File: src/crtrow_pkg.sv
// Register indices, field positions and reset values for the row/cursor/start-address block
package crtrow_pkg;
  localparam logic [7:0] IDX_VERT_OVERFLOW = 8'h07;
  localparam logic [7:0] IDX_SCAN_ROW_CONFIG = 8'h09;
  localparam logic [7:0] IDX_CURSOR_START_LINE = 8'h0a;
  localparam logic [7:0] IDX_CURSOR_END_LINE = 8'h0b;
  localparam logic [7:0] IDX_DISPLAY_BASE_HIGH = 8'h0c;
  localparam logic [7:0] IDX_DISPLAY_BASE_LOW = 8'h0d;
  localparam logic [7:0] IDX_VBLANK_START_LOW = 8'h15;
  localparam logic [7:0] IDX_SPLIT_LINE_LOW = 8'h18;
  localparam logic [7:0] IDX_VBLANK_START_EXT = 8'h33;
  localparam logic [7:0] IDX_DISPLAY_BASE_EXT = 8'h40;
  // scan_row_config fields
  localparam int SRC_DOUBLE_BIT = 7;
  localparam int SRC_SPLIT9_BIT = 6;
  localparam int SRC_VBS9_BIT = 5;
  // vertical_overflow fields
  localparam int OVF_SPLIT8_BIT = 4;
  localparam int OVF_VBS8_BIT = 3;
  // cursor fields
  localparam int CUR_OFF_BIT = 5;
  localparam int CUR_SKEW_LSB = 5;
  // display_base_high update request bit
  localparam int BASE_REQ_BIT = 7;
  localparam logic [7:0] REG_RESET = 8'h00;
  localparam logic [7:0] CURSOR_START_RESET = 8'h20;
  localparam logic [7:0] SPLIT_LOW_RESET = 8'hff;
  localparam logic [7:0] OVF_RESET = 8'h10;
  localparam logic [7:0] SRC_RESET = 8'h40;
  localparam int MAX_SKEW = 3;
endpackage : crtrow_pkg

File: src/crtrow_core.sv
// Vertical row scan, split line, blanking start, text cursor and start address logic
//
// Behaviour
// - Double-scan bit halves the row scan counter clock; each line shows twice.
// - Split line is 10 bits: config bit 6, overflow bit 4, split_line_low.
// - At split line the address counter restarts at zero for remaining lines.
// - io_control bit 0 picks standard or extended field widths.
// - Standard blanking start: config bit 5, overflow bit 3, vblank_start_low.
// - Extended blanking start: vblank_start_ext bits 3-0 over vblank_start_low.
// - Vertical blanking begins on the line equal to blanking start, counted from 0.
// - Config bits 4-0 are row height minus one; row counter wraps after it.
// - Cursor only shown in text modes; graphics ignores all cursor settings.
// - Cursor-off bit 5 set suppresses the cursor, clear shows it.
// - Cursor starts on box line from cursor_start_line bits 4-0, top is 0.
// - Cursor stops after box line from cursor_end_line bits 4-0.
// - Cursor skew bits 6-5 delay cursor by 0 to 3 character clocks.
// - Display fetch begins at the start address offset into the frame buffer.
// - Standard start address is 16 bits: high and low registers.
// - Extended start address is 20 bits: ext bits 3-0, high, low.
// - Extended address double-buffered; load at next vsync after bit 7 set.
// - After the synchronized load hardware clears the request bit itself.
`timescale 1ns/1ns
`default_nettype none
module crtrow_core
  import crtrow_pkg::*;
(
  // Clock and reset
  input wire logic sys_clk_in,
  input wire logic sys_rst_in,
  // Indexed register port
  input wire logic reg_wr_in,
  input wire logic [7:0] reg_idx_in,
  input wire logic [7:0] reg_wdata_in,
  output logic [7:0] reg_rdata_out,
  // Mode inputs
  input wire logic io_ext_mode_in,
  input wire logic text_mode_in,
  input wire logic [4:0] preset_row_in,
  input wire logic [11:0] row_pitch_in,
  // Display timing
  input wire logic char_clk_en_in,
  input wire logic hline_start_in,
  input wire logic frame_start_in,
  input wire logic vsync_in,
  input wire logic cursor_loc_hit_in,
  // Outputs to fetch and video
  output logic [11:0] scan_line_out,
  output logic [4:0] row_scan_out,
  output logic vblank_out,
  output logic split_hit_out,
  output logic [19:0] start_addr_out,
  output logic [19:0] row_addr_out,
  output logic cursor_out
);
  import crtrow_pkg::*;

  logic [7:0] vert_overflow_r;
  logic [7:0] scan_row_config_r;
  logic [7:0] cursor_start_line_r;
  logic [7:0] cursor_end_line_r;
  logic [7:0] display_base_high_r;
  logic [7:0] display_base_low_r;
  logic [7:0] vblank_start_low_r;
  logic [7:0] split_line_low_r;
  logic [7:0] vblank_start_ext_r;
  logic [7:0] display_base_ext_r;
  logic [19:0] active_base_r;
  logic vsync_d_r;
  logic load_now;
  logic [11:0] scan_line_r;
  logic [4:0] row_scan_r;
  logic ds_phase_r;
  logic vblank_r;
  logic split_r;
  logic [19:0] row_addr_r;
  logic [MAX_SKEW:0] cur_pipe_r;
  logic cursor_r;
  logic [9:0] split_line;
  logic [11:0] vblank_start;
  logic [19:0] prog_base;
  logic row_step;
  logic row_wrap;
  logic cursor_raw;

  // Register writes
  always_ff @(posedge sys_clk_in or posedge sys_rst_in)
  begin
    if (sys_rst_in)
    begin
      vert_overflow_r <= OVF_RESET;
      scan_row_config_r <= SRC_RESET;
      cursor_start_line_r <= CURSOR_START_RESET;
      cursor_end_line_r <= REG_RESET;
      display_base_low_r <= REG_RESET;
      vblank_start_low_r <= REG_RESET;
      split_line_low_r <= SPLIT_LOW_RESET;
      vblank_start_ext_r <= REG_RESET;
      display_base_ext_r <= REG_RESET;
    end
    else if (reg_wr_in)
    begin
      case (reg_idx_in)
        IDX_VERT_OVERFLOW: vert_overflow_r <= reg_wdata_in;
        IDX_SCAN_ROW_CONFIG: scan_row_config_r <= reg_wdata_in;
        IDX_CURSOR_START_LINE: cursor_start_line_r <= reg_wdata_in;
        IDX_CURSOR_END_LINE: cursor_end_line_r <= reg_wdata_in;
        IDX_DISPLAY_BASE_LOW: display_base_low_r <= reg_wdata_in;
        IDX_VBLANK_START_LOW: vblank_start_low_r <= reg_wdata_in;
        IDX_SPLIT_LINE_LOW: split_line_low_r <= reg_wdata_in;
        IDX_VBLANK_START_EXT: vblank_start_ext_r <= reg_wdata_in;
        IDX_DISPLAY_BASE_EXT: display_base_ext_r <= reg_wdata_in;
        default: ;
      endcase
    end
  end

  // High byte kept apart: hardware clears its request bit after the load
  assign load_now = vsync_in && !vsync_d_r && io_ext_mode_in && display_base_high_r[BASE_REQ_BIT];

  always_ff @(posedge sys_clk_in or posedge sys_rst_in)
  begin
    if (sys_rst_in)
      display_base_high_r <= REG_RESET;
    else if (reg_wr_in && reg_idx_in == IDX_DISPLAY_BASE_HIGH)
      display_base_high_r <= reg_wdata_in;
    else if (load_now)
      display_base_high_r[BASE_REQ_BIT] <= 1'b0;
  end

  // Read back
  always_comb
  begin
    case (reg_idx_in)
      IDX_VERT_OVERFLOW: reg_rdata_out = vert_overflow_r;
      IDX_SCAN_ROW_CONFIG: reg_rdata_out = scan_row_config_r;
      IDX_CURSOR_START_LINE: reg_rdata_out = {2'b00, cursor_start_line_r[5:0]};
      IDX_CURSOR_END_LINE: reg_rdata_out = {1'b0, cursor_end_line_r[6:0]};
      IDX_DISPLAY_BASE_HIGH: reg_rdata_out = display_base_high_r;
      IDX_DISPLAY_BASE_LOW: reg_rdata_out = display_base_low_r;
      IDX_VBLANK_START_LOW: reg_rdata_out = vblank_start_low_r;
      IDX_SPLIT_LINE_LOW: reg_rdata_out = split_line_low_r;
      IDX_VBLANK_START_EXT: reg_rdata_out = vblank_start_ext_r;
      IDX_DISPLAY_BASE_EXT: reg_rdata_out = display_base_ext_r;
      default: reg_rdata_out = 8'h00;
    endcase
  end

  // Derived fields
  assign split_line = {scan_row_config_r[SRC_SPLIT9_BIT], vert_overflow_r[OVF_SPLIT8_BIT], split_line_low_r};
  always_comb
  begin
    if (io_ext_mode_in)
    begin
      vblank_start = {vblank_start_ext_r[3:0], vblank_start_low_r};
      prog_base = {display_base_ext_r[3:0], display_base_high_r, display_base_low_r};
    end
    else
    begin
      vblank_start = {2'b00, scan_row_config_r[SRC_VBS9_BIT], vert_overflow_r[OVF_VBS8_BIT],
                      vblank_start_low_r};
      prog_base = {4'h0, display_base_high_r, display_base_low_r};
    end
  end

  // Active start address; standard mode follows registers directly
  always_ff @(posedge sys_clk_in or posedge sys_rst_in)
  begin
    if (sys_rst_in)
    begin
      active_base_r <= 20'h00000;
      vsync_d_r <= 1'b0;
    end
    else
    begin
      vsync_d_r <= vsync_in;
      if (!io_ext_mode_in)
        active_base_r <= prog_base;
      else if (load_now)
        active_base_r <= prog_base;
    end
  end

  // Scan line counter, zero on first active line
  always_ff @(posedge sys_clk_in or posedge sys_rst_in)
  begin
    if (sys_rst_in)
      scan_line_r <= 12'h000;
    else if (frame_start_in)
      scan_line_r <= 12'h000;
    else if (hline_start_in)
      scan_line_r <= scan_line_r + 12'h001;
  end

  // Double scan gates every other line
  assign row_step = hline_start_in && (!scan_row_config_r[SRC_DOUBLE_BIT] || ds_phase_r);
  assign row_wrap = row_scan_r == scan_row_config_r[4:0];

  always_ff @(posedge sys_clk_in or posedge sys_rst_in)
  begin
    if (sys_rst_in)
    begin
      ds_phase_r <= 1'b0;
      row_scan_r <= 5'h00;
    end
    else if (frame_start_in)
    begin
      ds_phase_r <= 1'b0;
      row_scan_r <= preset_row_in;
    end
    else if (hline_start_in)
    begin
      ds_phase_r <= !ds_phase_r;
      if (row_step)
        row_scan_r <= row_wrap ? 5'h00 : row_scan_r + 5'h01;
    end
  end

  // Blanking starts on the matching line and holds until next frame
  always_ff @(posedge sys_clk_in or posedge sys_rst_in)
  begin
    if (sys_rst_in)
      vblank_r <= 1'b0;
    else if (frame_start_in)
      vblank_r <= 1'b0;
    else if (scan_line_r == vblank_start)
      vblank_r <= 1'b1;
  end

  // Row address: base at frame start, zero at split line, pitch per text row
  always_ff @(posedge sys_clk_in or posedge sys_rst_in)
  begin
    if (sys_rst_in)
    begin
      row_addr_r <= 20'h00000;
      split_r <= 1'b0;
    end
    else if (frame_start_in)
    begin
      row_addr_r <= active_base_r;
      split_r <= 1'b0;
    end
    else if (hline_start_in && !split_r && scan_line_r + 12'h001 == {2'b00, split_line})
    begin
      row_addr_r <= 20'h00000;
      split_r <= 1'b1;
    end
    else if (row_step && row_wrap)
      row_addr_r <= row_addr_r + {8'h00, row_pitch_in};
  end

  // Cursor: text mode only, line window, skew by character clocks
  assign cursor_raw = text_mode_in && !cursor_start_line_r[CUR_OFF_BIT] && cursor_loc_hit_in
    && row_scan_r >= cursor_start_line_r[4:0]
    && row_scan_r <= cursor_end_line_r[4:0];

  always_ff @(posedge sys_clk_in or posedge sys_rst_in)
  begin
    if (sys_rst_in)
    begin
      cur_pipe_r <= '0;
      cursor_r <= 1'b0;
    end
    else
    begin
      if (char_clk_en_in)
        cur_pipe_r <= {cur_pipe_r[MAX_SKEW-1:0], cursor_raw};
      // Tap 0 is the unskewed sample, taken on the last character clock before this edge
      cursor_r <= text_mode_in && cur_pipe_r[cursor_end_line_r[CUR_SKEW_LSB+:2]];
    end
  end

  assign scan_line_out = scan_line_r;
  assign row_scan_out = row_scan_r;
  assign vblank_out = vblank_r;
  assign split_hit_out = split_r;
  assign start_addr_out = active_base_r;
  assign row_addr_out = row_addr_r;
  assign cursor_out = cursor_r;
endmodule // crtrow_core
`default_nettype wire

File: config.mk
export PLATFORM = sky130hd
export DESIGN_NAME = crtrow_core
export DESIGN_NICKNAME = d
export VERILOG_FILES = /design/src/crtrow_pkg.sv /design/src/crtrow_core.sv
export SDC_FILE = /design/constraint.sdc
export NUM_CORES = 1
export LEC_CHECK = 0
export ABC_CLOCK_PERIOD_IN_PS = 10300
export BUFFER_PORTS_ARGS = -buffer_cell sky130_fd_sc_hd__buf_2
export CORE_MARGIN = 1
export CORE_UTILIZATION = 35
export CTS_CLUSTER_DIAMETER = 100
export CTS_CLUSTER_SIZE = 16
export DETAILED_ROUTE_END_ITERATION = 10
export GPL_TIMING_DRIVEN = 0
export RECOVER_POWER = 100
export SYNTH_ARGS = -nofsm -noshare
export SYNTH_HDL_FRONTEND = slang
export SYNTH_SLANG_ARGS = --single-unit
File: constraint.sdc
create_clock -name sys_clk_in -period 10.3 [get_ports sys_clk_in]
set_input_delay 2.06 -clock sys_clk_in [delete_from_list [all_inputs] [get_ports sys_clk_in]]
set_output_delay 2.06 -clock sys_clk_in [all_outputs]
set_load 0.01 [all_outputs]
==> results.txt <==
class of the worst hold path: register to register
CP Max Fanout: 9
Fin. Hold Viols: 0
GRT busiest layer: met2
flops & latches, synth: 143
ant diodes: 0
gr ovfl total: 0
via count: 6,381
relative slew slack: -96.80%
critical path type: input pin to output port
Pins Over Slew Limit: 83
leak pwr: 4.034 nW
Die Y: 152.3 µm
GR Util met1: 27.75%
sequential area share after synthesis: 45.43%
setup_tns: 0 ns
share of layout cells above drive strength 1: 20.78%
Die X: 152.3 µm
core area: 21,960 µm²
HPWL after DPL: 16,990 µm
clk buf depth: 2
WP data arrival: 5.21 ns
drt drc: 9
H-tree depth: 4
# hold bufs at CTS: 0
WL per Instance: 19.71 µm
met3 Usage GRT: 3.498%
routing usage on met2: 32.17%
post-CTS sizing: 0
Final Setup Violations: 0
first-pass GRT wire length: 35,870 µm
post-synth cell types: 76
max capacitance violation total: 3
CTS tree: done
vias per cell: 5.544
Synth top area share: 41.77%
Detailed Route Iter0 Violations: 579
CTS buffer count: 17
Die Area: 23,200 µm²
Tightest Pin Transition: 2.936 ns
Fmax: 0.1376 GHz
clock sink count: 143
syn_area_per_cell: 10.71 µm²
remaining antenna violation count after routing: 0
IO Pins: 111
Worst Clk Skew: 0.007482 ns
vias in the first global route: 6,144
unrepaired setup endpoints after global routing: false
Clock Latency Late Sink: 0.43 ns
Total Wirelength: 22,690 µm
Initial Util: 36.01%
Synth Flop Type: dfrtp_1
Yosys top cell by area: dfrtp_1
number of synthesized flops with an enable pin: 0
1st-pass router iterations: 9
Synth Cell Area: 7908 µm²
initial antenna violation count: 0
Hold Slack: 0.4854 ns
async set or reset register ratio after synthesis: 100.0%
Mapped Cells: 738
GRT Total Usage: 20.18%
endpoint type of the worst setup path: output port
Pwr Density: 153.3 nW/µm²
Critical Path RT: 8.24 ns
Net Count, Synth: 806
Syn-to-layout area delta: 16.80%
Worst setup SP type: input pin
status: finished with violations
failing checks: DRC, capacitance limit, slew limit
Clock transition at path regs: 0.06 ns
Final Cycle Share: 70.54%
Post-CTS Setup Bufs: 0
peak supply drop: 114.9 µV
largest net degree at the start of global routing: 82
reg2reg setup slack: 6.69 ns
layout net count: 926
Synth area leaders: dfrtp_1 (42%), mux2_2 (13%), ha_1 (3.8%)
global placement routability congestion: 0.8655
num rows: 54
fin crit period: 7.266 ns
Root Buffer: clkbuf_16
synth warn: 0
number of I/O port buffers: 100
## Yosys cell counts, drive strengths merged (4+ instances only)
master and number:
nand2b 4, and2 5, or4 4, a31oi 6
nand4 6, xor2 18, ha 24, nor2 47
a22o 6, nand2 64, mux2 89, inv 19
a22oi 9, o21a 8, a21oi 21, xnor2 32
nor4 10, o31ai 18, nor3 17, dfrtp 132
o21ai 28, nand3 24, dfstp 11, nor3b 5
a221oi 7, nor2b 6, mux2i 11, a222oi 10
clkbuf 18, buf 17, a21o 7, o41ai 4
## worst max-delay path, cell delays in order
cell	delay, ns
clkbuf_1	0.11
nor3_1	0.26
nand2_1	0.11
nor4b_1	1.73
a222oi_1	0.50
nand3_1	0.27
clkbuf_1	0.18
## state kept, by name (all words and copies together) (netlist names), 4 cells and up
name / flops
row_scan_out: 5
row_addr_out: 20
cur_pipe_r: 4
scan_row_config_r: 8
vblank_start_low_r: 8
vert_overflow_r: 8
display_base_ext_r: 8
cursor_start_line_r: 6
split_line_low_r: 8
cursor_end_line_r: 7
start_addr_out: 20
vblank_start_ext_r: 8
display_base_low_r: 8
scan_line_out: 12
display_base_high_r: 8
## layout make-up
type	instances	area, µm²
Multi-Input combinational cell	541	4056
Clock inverter	13	126.4
Fill cell	2187	12720
Timing Repair Buffer	101	436.7
Sequential cell	143	3592
Clock buffer	19	452.9
Buffer	35	148.9
Inverter	19	72.57
Tap cell	280	350.3
## through the flow
step	instance area (µm²)	cells	utilization (%)	setup slack, ns	total power [mW]
2_1_floorplan	7908	738	-	4.396	0.7530
3_3_place_gp	8758	1118	39.89	2.585	0.8197
3_5_place_dp	8791	1119	40.03	3.636	0.8239
4_1_cts	9370	1151	42.67	3.625	1.431
5_1_grt	9236	1151	42.06	2.938	1.475
6_report	9236	1151	42.06	3.034	1.416
## layout by cell type, fill, tap and decap left out, types with 9 or more instances in the layout
cell type	Yosys	routed
a21oi_1	21	21
a222oi_1	10	10
a22oi_1	9	9
buf_2	8	34
clkbuf_1	17	93
clkbuf_16	0	17
dfrtp_1	132	132
dfstp_2	11	11
ha_1	24	24
inv_1	18	18
mux2_2	89	89
mux2i_1	11	11
nand2_1	64	64
nand3_1	23	23
nor2_1	47	47
nor3_1	15	16
nor4_1	8	10
o21ai_0	28	28
o31ai_1	18	18
xnor2_1	32	32
xor2_1	17	17
## worst paths after layout
path | start | endpoint | depth (start not counted)
max | reg_idx_in[7] | reg_rdata_out[3] | 7
min | display_base_ext_r[7] | display_base_ext_r[7] | 2
max reg2reg | scan_line_out[1] | row_addr_out[1] | 8
min reg2reg | display_base_ext_r[7] | display_base_ext_r[7] | 2
max in group asynchronous | sys_rst_in | display_base_ext_r[1] | 2
min in group asynchronous | sys_rst_in | vert_overflow_r[0] | 2
## kinds of logic after synthesis
| kind of cell | Yosys count | share of synthesized area [%] |
|---|---|---|
| fa+ha+maj | 25 | 4.051 |
| compound gates | 149 | 13.48 |
| mux | 101 | 14.35 |
| simple gates | 216 | 14.21 |
| flops | 143 | 45.43 |
| buf+inv | 54 | 2.848 |
| xor+xnor | 50 | 5.633 |
## routing by layer
metal	vias to the layer above	wire [µm]
li1	2984	-
met1	3129	10390
met2	241	10500
met3	27	1386
met4	0	414
met5	-	0
## where the power goes
group / leakage [nW] / internal, mW / switching (mW) / total (mW)
sequential: 1.92 / 0.593 / 0.0350 / 0.628
combinational: 1.86 / 0.0762 / 0.105 / 0.181
clock: 0.262 / 0.348 / 0.259 / 0.607
total: 4.03 / 1.02 / 0.398 / 1.42
No activity file was read; power rests on OpenSTA's default activity.
